## src/common/dsc_defs.svh

```systemverilog
/*
  Constants for the disk status and control register block.
  Assumes inclusion by bare name from the design and its package.
*/
`ifndef DSC_DEFS_SVH
`define DSC_DEFS_SVH
// register addresses: chip-select pair and 3-bit device address
`define DSC_CS_CMD        2'h2
`define DSC_CS_CTL        2'h1
`define DSC_DA_ERROR      3'h1
`define DSC_DA_SELECT     3'h6
`define DSC_DA_STATUS     3'h7
`define DSC_DA_ALTCTL     3'h6
// status bit positions
`define DSC_ST_BUSY       7
`define DSC_ST_READY      6
`define DSC_ST_FAULT      5
`define DSC_ST_SEEK       4
`define DSC_ST_DREQ       3
`define DSC_ST_CORRECTED_ERROR_FLAG       2
`define DSC_ST_INDEX      1
`define DSC_ST_ERR        0
// device control bit positions
`define DSC_CT_SOFT_RESET_BIT       2
`define DSC_CT_INTERRUPT_DISABLE_BIT       1
// select register drive bit
`define DSC_SEL_DEV       4
// error register abort bit
`define DSC_ER_ABORT      2
// command codes
`define DSC_CMD_SERVICE   8'hA2
`define DSC_CMD_DIAG      8'h90
`define DSC_CMD_INITP     8'h91
// reset values
`define DSC_STATUS_RST    8'h00
`define DSC_ERROR_RST     8'h01
`define DSC_SELECT_RST    8'h00
// timing: busy must rise within this time
`define DSC_BUSY_NS       400
`define DSC_CLK_NS        40
`define DSC_BUSY_CYC      (`DSC_BUSY_NS / `DSC_CLK_NS)
`define DSC_RESET_CYC     8
`endif

```

## src/common/dsc_pkg.sv

```systemverilog
/*
  Types for the disk status and control register block.
  Assumes the defs header is on the include path.
*/
`include "dsc_defs.svh"
package dsc_pkg;
  // host register cycle, sampled on the device clock
  typedef struct packed {
    logic [1:0] cs;
    logic [2:0] da;
    logic       rd;
    logic       wr;
    logic [7:0] wdata;
  } dsc_hreq_t;
  // device core events and condition levels
  typedef struct packed {
    logic       index;
    logic       fault;
    logic       seek_done;
    logic       corrected_error_flag;
    logic       dma_ready;
    logic       service_req;
    logic       xfer_busy;
    logic       xfer_drq;
    logic       done;
    logic       done_err;
    logic [7:0] done_error;
  } dsc_core_t;
  typedef enum logic [2:0] {
    DSC_RESET, DSC_IDLE, DSC_ACCEPT, DSC_EXEC, DSC_XFER
  } dsc_state_t;
endpackage : dsc_pkg

```

## src/hw/dsc_regs.sv

```systemverilog
/*
  Status, command and device-control register bank of a storage device.
  Assumes the host strobes and register address come from pins and are
  synchronised here; the device core runs on clk and reports through
  core_i. The interrupt pin is tristated outside from host_interrupt_line_oe_b.
*/
`timescale 1ns/100ps
`include "dsc_defs.svh"
module dsc_regs (
  input  wire logic              clk,
  input  wire logic              rst_b,
  input  wire logic              dev_id,
  input  wire logic              packet_mode,
  input  wire logic              overlap_en,
  input  wire dsc_pkg::dsc_hreq_t hreq_i,
  input  wire dsc_pkg::dsc_core_t core_i,
  output logic [7:0]             rdata_o,
  output logic                   cmd_go_o,
  output logic [7:0]             cmd_code_o,
  output logic                   host_interrupt_line_o,
  output logic                   host_interrupt_line_oe_b,
  output logic                   core_reset_o
);
  import dsc_pkg::*;

  // two-stage synchronisers for the pin group and the select strap
  dsc_hreq_t  req_s1_r, req_s2_r, req_s1_nxt, req_s2_nxt;
  logic       rd_d_r, wr_d_r, rd_d_nxt, wr_d_nxt;
  logic       dev_s1_r, dev_s2_r, dev_s1_nxt, dev_s2_nxt;

  always_comb begin
    req_s1_nxt = hreq_i;
    req_s2_nxt = req_s1_r;
    rd_d_nxt   = req_s2_r.rd;
    wr_d_nxt   = req_s2_r.wr;
    dev_s1_nxt = dev_id;
    dev_s2_nxt = dev_s1_r;
  end

  always_ff @(posedge clk or negedge rst_b) begin
    if (!rst_b) begin
      req_s1_r <= '0;
      req_s2_r <= '0;
      rd_d_r   <= 1'b0;
      wr_d_r   <= 1'b0;
      dev_s1_r <= 1'b0;
      dev_s2_r <= 1'b0;
    end else begin
      req_s1_r <= req_s1_nxt;
      req_s2_r <= req_s2_nxt;
      rd_d_r   <= rd_d_nxt;
      wr_d_r   <= wr_d_nxt;
      dev_s1_r <= dev_s1_nxt;
      dev_s2_r <= dev_s2_nxt;
    end
  end

  // act once per strobe, on the rising edge of the synchronised level
  logic rd_pulse, wr_pulse, cmd_sel, ctl_sel;
  logic st_rd, alt_rd, st_wr, ctl_wr, sel_wr, err_rd;
  assign rd_pulse = req_s2_r.rd & ~rd_d_r;
  assign wr_pulse = req_s2_r.wr & ~wr_d_r;
  assign cmd_sel  = (req_s2_r.cs == `DSC_CS_CMD);
  assign ctl_sel  = (req_s2_r.cs == `DSC_CS_CTL);
  assign st_rd    = rd_pulse & cmd_sel & (req_s2_r.da == `DSC_DA_STATUS);
  assign err_rd   = rd_pulse & cmd_sel & (req_s2_r.da == `DSC_DA_ERROR);
  assign alt_rd   = rd_pulse & ctl_sel & (req_s2_r.da == `DSC_DA_ALTCTL);
  assign st_wr    = wr_pulse & cmd_sel & (req_s2_r.da == `DSC_DA_STATUS);
  assign sel_wr   = wr_pulse & cmd_sel & (req_s2_r.da == `DSC_DA_SELECT);
  assign ctl_wr   = wr_pulse & ctl_sel & (req_s2_r.da == `DSC_DA_ALTCTL);

  // main state and register set
  dsc_state_t state_r, state_nxt;
  logic [3:0] cnt_r, cnt_nxt;
  logic busy_r, busy_nxt, drq_r, drq_nxt;
  logic ready_r, ready_nxt, ready_lock_r, ready_lock_nxt;
  logic fault_r, fault_nxt, seek_r, seek_nxt, seek_hold_r, seek_hold_nxt;
  logic corrected_error_flag_r, corrected_error_flag_nxt, index_r, index_nxt, err_r, err_nxt;
  logic service_r, service_nxt, dmardy_r, dmardy_nxt;
  logic soft_reset_bit_r, soft_reset_bit_nxt, interrupt_disable_bit_r, interrupt_disable_bit_nxt, pend_r, pend_nxt;
  logic [7:0] error_r, error_nxt, select_r, select_nxt;
  logic [7:0] cmd_r, cmd_nxt, rdata_nxt;
  logic go_r, go_nxt, host_interrupt_line_nxt, oe_b_nxt, crst_nxt;
  logic [7:0] status;
  logic selected;

  // status image; packet devices reuse bits 5 and 4 when overlap_en is set, and read bit 1 as zero
  always_comb begin
    status = `DSC_STATUS_RST;
    status[`DSC_ST_BUSY]  = busy_r;
    status[`DSC_ST_READY] = ready_r;
    status[`DSC_ST_DREQ]  = drq_r;
    status[`DSC_ST_CORRECTED_ERROR_FLAG]  = corrected_error_flag_r;
    status[`DSC_ST_ERR]   = err_r;
    if (packet_mode) begin
      status[`DSC_ST_FAULT] = overlap_en ? dmardy_r : fault_r;
      status[`DSC_ST_SEEK]  = overlap_en ? service_r : seek_r;
    end else begin
      status[`DSC_ST_FAULT] = fault_r;
      status[`DSC_ST_SEEK]  = seek_r;
      status[`DSC_ST_INDEX] = index_r;
    end
  end

  assign selected = (select_nxt[`DSC_SEL_DEV] == dev_s2_r);

  always_comb begin
    state_nxt      = state_r;
    cnt_nxt        = cnt_r;
    busy_nxt       = busy_r;
    drq_nxt        = drq_r;
    ready_nxt      = ready_r;
    ready_lock_nxt = ready_lock_r;
    // level flags track the core every cycle, busy or not
    fault_nxt      = core_i.fault;
    index_nxt      = core_i.index;
    seek_hold_nxt  = seek_hold_r;
    seek_nxt       = seek_r;
    corrected_error_flag_nxt       = corrected_error_flag_r;
    err_nxt        = err_r;
    service_nxt    = service_r;
    dmardy_nxt     = core_i.dma_ready;
    soft_reset_bit_nxt       = soft_reset_bit_r;
    interrupt_disable_bit_nxt       = interrupt_disable_bit_r;
    pend_nxt       = pend_r;
    error_nxt      = error_r;
    select_nxt     = select_r;
    cmd_nxt        = cmd_r;
    go_nxt         = 1'b0;
    rdata_nxt      = rdata_o;
    // control register is writable at any time, reserved bits dropped
    if (ctl_wr) begin
      soft_reset_bit_nxt = req_s2_r.wdata[`DSC_CT_SOFT_RESET_BIT];
      interrupt_disable_bit_nxt = req_s2_r.wdata[`DSC_CT_INTERRUPT_DISABLE_BIT];
    end
    // read data capture
    if (rd_pulse) begin
      if (st_rd || alt_rd)
        rdata_nxt = status;
      else if (err_rd)
        rdata_nxt = error_r;
      else if (cmd_sel && req_s2_r.da == `DSC_DA_SELECT)
        rdata_nxt = select_r;
      else
        rdata_nxt = 8'h00;
    end
    // ready lock and seek hold both release on a primary status read
    if (st_rd) begin
      ready_lock_nxt = 1'b0;
      seek_hold_nxt  = 1'b0;
    end
    if (!seek_hold_r && !st_rd)
      seek_nxt = core_i.seek_done;
    // low from a power-on reset through the reset state and the first idle cycle
    // ready may rise once the lock is free; idle modes keep it high
    if (!ready_lock_r && !ready_r && state_r != DSC_RESET) begin
      ready_nxt      = 1'b1;
      ready_lock_nxt = 1'b1;
    end
    if (core_i.corrected_error_flag)
      corrected_error_flag_nxt = 1'b1;
    if (core_i.service_req)
      service_nxt = 1'b1;
    // select register writes only when busy, data request and error are all low
    if (sel_wr && !busy_r && !drq_r && !err_r)
      select_nxt = req_s2_r.wdata;
    // interrupt pending: a new event wins over a primary status read clear in the same cycle
    if (st_rd)
      pend_nxt = 1'b0;
    case (state_r)
      DSC_RESET: begin
        busy_nxt = 1'b1;
        drq_nxt  = 1'b0;
        if (soft_reset_bit_r)
          cnt_nxt = 4'h0;
        else if (cnt_r != 4'(`DSC_RESET_CYC))
          cnt_nxt = cnt_r + 4'h1;
        else begin
          busy_nxt  = 1'b0;
          state_nxt = DSC_IDLE;
        end
      end
      DSC_IDLE: begin
        if (st_wr && !busy_r) begin
          cmd_nxt   = req_s2_r.wdata;
          go_nxt    = 1'b1;
          busy_nxt  = 1'b1;
          err_nxt   = 1'b0;
          // a corrected or service event in this cycle beats the clear
          corrected_error_flag_nxt  = core_i.corrected_error_flag;
          state_nxt = DSC_ACCEPT;
          if (req_s2_r.wdata == `DSC_CMD_SERVICE)
            service_nxt = core_i.service_req;
          if (!ready_r && req_s2_r.wdata != `DSC_CMD_DIAG &&
              req_s2_r.wdata != `DSC_CMD_INITP)
            state_nxt = DSC_EXEC;
        end
      end
      DSC_ACCEPT: begin
        // one cycle for the core to see the go pulse
        state_nxt = DSC_XFER;
      end
      DSC_EXEC: begin
        // command refused while not ready
        error_nxt = 8'h00;
        error_nxt[`DSC_ER_ABORT] = 1'b1;
        err_nxt   = 1'b1;
        seek_hold_nxt = 1'b1;
        busy_nxt  = 1'b0;
        pend_nxt  = 1'b1;
        state_nxt = DSC_IDLE;
      end
      DSC_XFER: begin
        if (core_i.done) begin
          busy_nxt  = 1'b0;
          drq_nxt   = 1'b0;
          pend_nxt  = 1'b1;
          state_nxt = DSC_IDLE;
          if (core_i.done_err) begin
            err_nxt       = 1'b1;
            error_nxt     = core_i.done_error;
            seek_hold_nxt = 1'b1;
          end
        end else if (busy_r) begin
          // while busy, data request follows the core's request
          drq_nxt  = core_i.xfer_drq;
          busy_nxt = core_i.xfer_busy | ~core_i.xfer_drq;
        end else if (drq_r && !core_i.xfer_drq) begin
          // between blocks busy takes over from the request
          busy_nxt = core_i.xfer_busy;
          drq_nxt  = ~core_i.xfer_busy;
        end
      end
      default: state_nxt = DSC_RESET;
    endcase
    // soft reset wins over every state while the bit stands
    if (soft_reset_bit_nxt) begin
      state_nxt     = DSC_RESET;
      busy_nxt      = 1'b1;
      drq_nxt       = 1'b0;
      err_nxt       = 1'b0;
      seek_hold_nxt = 1'b0;
      error_nxt     = `DSC_ERROR_RST;
      pend_nxt      = 1'b0;
      cnt_nxt       = 4'h0;
    end
    // idle: nothing else moves except allowed flags
    if (state_r == DSC_IDLE && !st_wr)
      drq_nxt = drq_r;
  end

  // pin outputs from flops
  always_comb begin
    host_interrupt_line_nxt = pend_nxt;
    oe_b_nxt  = ~(~interrupt_disable_bit_nxt & selected);
    crst_nxt  = (state_nxt == DSC_RESET);
  end

  always_ff @(posedge clk or negedge rst_b) begin
    if (!rst_b) begin
      state_r      <= DSC_RESET;
      cnt_r        <= 4'h0;
      busy_r       <= 1'b1;
      drq_r        <= 1'b0;
      ready_r      <= 1'b0;
      ready_lock_r <= 1'b0;
      fault_r      <= 1'b0;
      seek_r       <= 1'b0;
      seek_hold_r  <= 1'b0;
      corrected_error_flag_r       <= 1'b0;
      index_r      <= 1'b0;
      err_r        <= 1'b0;
      service_r    <= 1'b0;
      dmardy_r     <= 1'b0;
      soft_reset_bit_r       <= 1'b0;
      interrupt_disable_bit_r       <= 1'b0;
      pend_r       <= 1'b0;
      error_r      <= `DSC_ERROR_RST;
      select_r     <= `DSC_SELECT_RST;
      cmd_r        <= 8'h00;
      go_r         <= 1'b0;
      rdata_o      <= 8'h00;
      host_interrupt_line_o      <= 1'b0;
      host_interrupt_line_oe_b   <= 1'b1;
      core_reset_o <= 1'b1;
    end else begin
      state_r      <= state_nxt;
      cnt_r        <= cnt_nxt;
      busy_r       <= busy_nxt;
      drq_r        <= drq_nxt;
      ready_r      <= ready_nxt;
      ready_lock_r <= ready_lock_nxt;
      fault_r      <= fault_nxt;
      seek_r       <= seek_nxt;
      seek_hold_r  <= seek_hold_nxt;
      corrected_error_flag_r       <= corrected_error_flag_nxt;
      index_r      <= index_nxt;
      err_r        <= err_nxt;
      service_r    <= service_nxt;
      dmardy_r     <= dmardy_nxt;
      soft_reset_bit_r       <= soft_reset_bit_nxt;
      interrupt_disable_bit_r       <= interrupt_disable_bit_nxt;
      pend_r       <= pend_nxt;
      error_r      <= error_nxt;
      select_r     <= select_nxt;
      cmd_r        <= cmd_nxt;
      go_r         <= go_nxt;
      rdata_o      <= rdata_nxt;
      host_interrupt_line_o      <= host_interrupt_line_nxt;
      host_interrupt_line_oe_b   <= oe_b_nxt;
      core_reset_o <= crst_nxt;
    end
  end

  assign cmd_go_o   = go_r;
  assign cmd_code_o = cmd_r;
endmodule : dsc_regs

```

## config.mk

```make
export PLATFORM = sky130hd
export DESIGN_NAME = dsc_regs
export DESIGN_NICKNAME = d
export VERILOG_FILES = /design/src/common/dsc_pkg.sv /design/src/hw/dsc_regs.sv
export VERILOG_INCLUDE_DIRS = /design/src /design/src/common
export SDC_FILE = /design/constraint.sdc
export NUM_CORES = 1
export LEC_CHECK = 0
export BUFFER_PORTS_ARGS = -buffer_cell sky130_fd_sc_hd__buf_2
export CELL_PAD_IN_SITES_DETAIL_PLACEMENT = 2
export CELL_PAD_IN_SITES_GLOBAL_PLACEMENT = 2
export CORE_ASPECT_RATIO = 1.4
export CORE_MARGIN = 3
export CORE_UTILIZATION = 37
export CTS_CLUSTER_DIAMETER = 60
export CTS_CLUSTER_SIZE = 16
export DETAILED_ROUTE_END_ITERATION = 16
export PLACE_DENSITY = 0.87
export SLEW_MARGIN = 20
export SYNTH_ARGS = -nofsm -noshare
export SYNTH_HDL_FRONTEND = slang
export SYNTH_SLANG_ARGS = --single-unit
```

## constraint.sdc

```tcl
create_clock -name clk -period 2.3 [get_ports clk]
set_input_delay 0.46 -clock clk [delete_from_list [all_inputs] [get_ports clk]]
set_output_delay 0.46 -clock clk [all_outputs]
set_load 0.01 [all_outputs]
```

==> run_results.csv <==
group,metric,value,unit
placed_design,io_buffer_count,57,
grt,globalRoute.totalOverflow,0,
drt,drt-initial-drc-count,176,
logic_synthesis,synth_top_cell_by_area,"sky130_fd_sc_hd__dfrtp_1",
drt,post-route-drc-count,0,
floorplan,io_pins,58,
sta,final-hold-violation-count,0,
power_and_ir_drop,power_report.internal_total,2.93,mW
clocking,cts_inserted_buffers,9,
placed_design,post-place-cells,438,
clocking,clk_root_buffer_cell,"sky130_fd_sc_hd__clkbuf_16",
logic_synthesis,synth.yosys.warnings,0,
floorplan,placement_rows,41,
drt,first_pass_iters,4,
placed_design,post_dp_cell_area,3970,um2
power_and_ir_drop,power.switching,1.06,mW
drt,routed_wire_length_per_instance,21.8,um
floorplan,die_h,122,um
clocking,clk_pin_slew_worst_paths,60,ps
placed_design,globalplace.congestion,0.811,
logic_synthesis,synth_enable_flop_cells,0,
power_and_ir_drop,total_power,3.99,mW
floorplan,initial_core_util,0.387,
logic_synthesis,synth_fp_nets,318,
worst_setup_path,timing.rr.end,"busy_r",
placed_design,detailedPlacementHpwl,7.01,mm
floorplan,die-area,10800,um2
cells_and_area,fin_nets,386,
grt,grt_start_max_net_pins,54,
worst_setup_path,worst-setup-path-type,"reg -> reg",
logic_synthesis,synth.lib_cells_used.distinct,50,
power_and_ir_drop,p_seq_frac,0.464,
worst_setup_path,worstPathArrival,2340,ps
cells_and_area,n_antenna_cell,0,
logic_synthesis,yosysTopAreaCellShare,0.613,
grt,groute.usage.overall,0.201,
logic_synthesis,mappedNetlistArea,3550,um2
worst_hold_path,hp_class,"in -> reg",
drt,route.final.wire_length,9.99,mm
worst_setup_path,cp_max_fo,7,
sta,post_layout_minimum_cycle_time,2060,ps
clocking,cts.sinks,91,
sta,worst_clk_skew,7.35,ps
logic_synthesis,postSynthAreaPerCell,12.8,um2
power_and_ir_drop,power-per-cell-area,921,nW/um2
grt,grt_antenna_before_repair,0,
power_and_ir_drop,vdd_ir_drop_max,0.596,mV
power_and_ir_drop,comb_power_share,0.134,
grt,grt_pass1_wl,16.1,mm
clocking,cts-root-to-sink-buffers,2,
cells_and_area,final_layout_size_suffix_gt1_frac,0.348,
worst_hold_path,worstHoldEndpoint,"req_s1_r[1]",
worst_setup_path,reg2reg_depth,6,
worst_setup_path,critical_path.cell_chain,"and3b_1 > nand2_1 > a21boi_2 > clkinvlp_4 > buf_4 > a31o_2",
worst_setup_path,timing.critical_path.to_type,"flop",
sta,final.period_utilization,0.896,
power_and_ir_drop,leakage,2.02,nW
logic_synthesis,async_flop_share,1.00,
drt,via_count,2589,
power_and_ir_drop,p_sw_frac,0.266,
sta,fmax,485,MHz
clocking,worst_skew_pair.late_latency,350,ps
logic_synthesis,yosysMostFrequentCell,"sky130_fd_sc_hd__dfrtp_1",
sta,worst-slew-pin-transition,593,ps
worst_setup_path,critical-path-max-stage-delay,450,ps
sta,rsz_0062_raised_after_global_routing,"no",
worst_hold_path,worstHoldPathCells,1,
grt,first_global_vias,2918,
floorplan,fp.coreArea,9180,um2
drt,detail_route.vias_per_cell,5.65,
cells_and_area,postLayoutCellArea,4330,um2
sta,setup-violations-final,0,
cells_and_area,final_non_filler_cell_total,458,
worst_setup_path,setup_slack_on_the_worst_flop_to_flop_path,240,ps
clocking,tritoncts,"yes",
floorplan,dieWidth,88.8,um
clocking,h-tree-depth,3,
logic_synthesis,synth_seq_cells,91,
worst_setup_path,timing.critical_path.max_delay_family,"compound AO/OA/AOI/OAI gates",
worst_hold_path,holdCritStartpoint,"hreq_i[1]",
worst_setup_path,setup.worst_path.start_class,"flop",
worst_setup_path,path_buf_inv,2,
logic_synthesis,synth.yosys.seq_area_share,0.643,
logic_synthesis,post_synth_most_frequent_cells,"sky130_fd_sc_hd__dfrtp_1 (87), sky130_fd_sc_hd__nand2_1 (29), sky130_fd_sc_hd__mux2_2 (17), sky130_fd_sc_hd__nand3_1 (17), sky130_fd_sc_hd__o21ai_0 (14)",
worst_setup_path,reg2reg_from,"req_s2_r[10]",
run_status,outcome,"finished clean",
drt,antenna_left,0,
sta,hold-worst-slack,218,ps
cells_and_area,area.growth.synth_to_final,22.1,%
logic_synthesis,dominantRegCellSynth,"sky130_fd_sc_hd__dfrtp_1",
sta,totalNegativeSetupSlack,0,ps
cells_and_area,num-fill-cells,911,
power_and_ir_drop,power.clock.fraction,0.403,
logic_synthesis,netlist_instances,278,
logic_synthesis,yosys-top-cells-area,"sky130_fd_sc_hd__dfrtp_1 (61%), sky130_fd_sc_hd__mux2_2 (5.4%), sky130_fd_sc_hd__nand2_1 (3.1%)",
job,drv_cap,0,
sta,maxSlewViolCount,0,
worst_setup_path,timing.critical_path.slowest_stage_cell,"sky130_fd_sc_hd__and3b_1",
worst_setup_path,cp.required,2580,ps
sta,max_slew_headroom_at_the_worst_pin,0.601,
layout make-up:
class | count | area, um2 | area share
Multi-Input combinational cell | 172 | 1190 | 0.275
Clock inverter | 7 | 100 | 0.0231
Timing Repair Buffer | 67 | 378 | 0.0872
Sequential cell | 91 | 2280 | 0.527
Clock buffer | 9 | 225 | 0.0520
Inverter | 5 | 22.5 | 0.00520
Tap cell | 107 | 134 | 0.0309
how the worst max path moves through the flow:
stage	depth (start not counted)	end	startpoint
5_1_grt	6	state_r[2]	req_s2_r[10]
4_1_cts	5	cnt_r[1]	req_s2_r[10]
6_report	6	busy_r	req_s2_r[10]
2_1_floorplan	6	cnt_r[2]	cnt_r[0]
3_3_place_gp	5	cnt_r[1]	req_s2_r[10]
3_5_place_dp	5	cnt_r[1]	req_s2_r[10]
state kept, by name, indices dropped and copies added, names as in the netlist, 3 cells and up:
register	cells
cmd_code_o	8
cnt_r	4
error_r	8
rdata_o	8
req_s1_r	15
req_s2_r	13
select_r	8
state_r	3
kinds of logic after synthesis:
kind of cell	count (synthesis)	share of synthesized area
flip-flops	91	0.643
adder cells (fa/ha/maj)	2	0.00705
multiplexers	19	0.0624
AO/OA/AOI/OAI	60	0.117
AND/OR/NAND/NOR	91	0.149
buffers and inverters	15	0.0211
per-layer routing:
metal	GRT usage	share of wire
met1	0.237	0.38
met3	0.0332	0.036
met2	0.354	0.55
met5	0	0
met4	0.0879	0.027
placed cells by master, fill, tap and decap left out, types with 2 or more instances in the layout:
cell type,netlist,layout
sky130_fd_sc_hd__dfrtp_1,87,87
sky130_fd_sc_hd__buf_2,3,56
sky130_fd_sc_hd__nand2_1,29,29
sky130_fd_sc_hd__nand3_1,17,17
sky130_fd_sc_hd__mux2_2,17,17
sky130_fd_sc_hd__o21ai_0,14,14
sky130_fd_sc_hd__a21oi_1,13,13
sky130_fd_sc_hd__clkbuf_16,0,9
sky130_fd_sc_hd__buf_4,2,9
sky130_fd_sc_hd__a222oi_1,7,7
sky130_fd_sc_hd__a31o_2,7,7
sky130_fd_sc_hd__nor2_1,6,6
sky130_fd_sc_hd__a31oi_1,6,6
sky130_fd_sc_hd__nand2b_1,6,6
sky130_fd_sc_hd__nor2b_1,5,5
sky130_fd_sc_hd__inv_1,5,4
sky130_fd_sc_hd__clkinvlp_4,0,4
sky130_fd_sc_hd__dfstp_2,4,4
sky130_fd_sc_hd__and3b_1,3,3
sky130_fd_sc_hd__and2_1,3,3
sky130_fd_sc_hd__nor3_1,3,3
sky130_fd_sc_hd__o31ai_1,3,3
sky130_fd_sc_hd__and4bb_2,2,2
sky130_fd_sc_hd__nand4_1,2,2
sky130_fd_sc_hd__mux2_4,2,2
sky130_fd_sc_hd__nand3b_1,2,2
sky130_fd_sc_hd__o21bai_1,2,2
sky130_fd_sc_hd__ha_1,2,2
sky130_fd_sc_hd__bufinv_16,0,2
metrics by stage:
stage | setup slack (ps) | utilization
final | 239 | 0.472
after global routing | 45.0 | 0.472
after CTS | 130 | 0.469
after detailed placement | 298 | 0.433
after global placement | 371 | 0.433
after floorplan | 675 | -
power by group through the flow:
stage	registers [mW]	clock network, mW	logic [mW]
after floorplan	1.85	0	0.317
after global placement	1.87	0	0.488
after detailed placement	1.88	0	0.514
after CTS	1.85	1.63	0.532
after global routing	1.87	1.71	0.596
final	1.85	1.61	0.533
what timing repair did:
action,4_1_cts,5_1_grt
setup endpoints to repair,0,1
hold endpoints to repair,6,0
hold buffers,1,0
buffers inserted,0,3
gates resized for setup,0,1
Power figures use the tool's default switching activity.
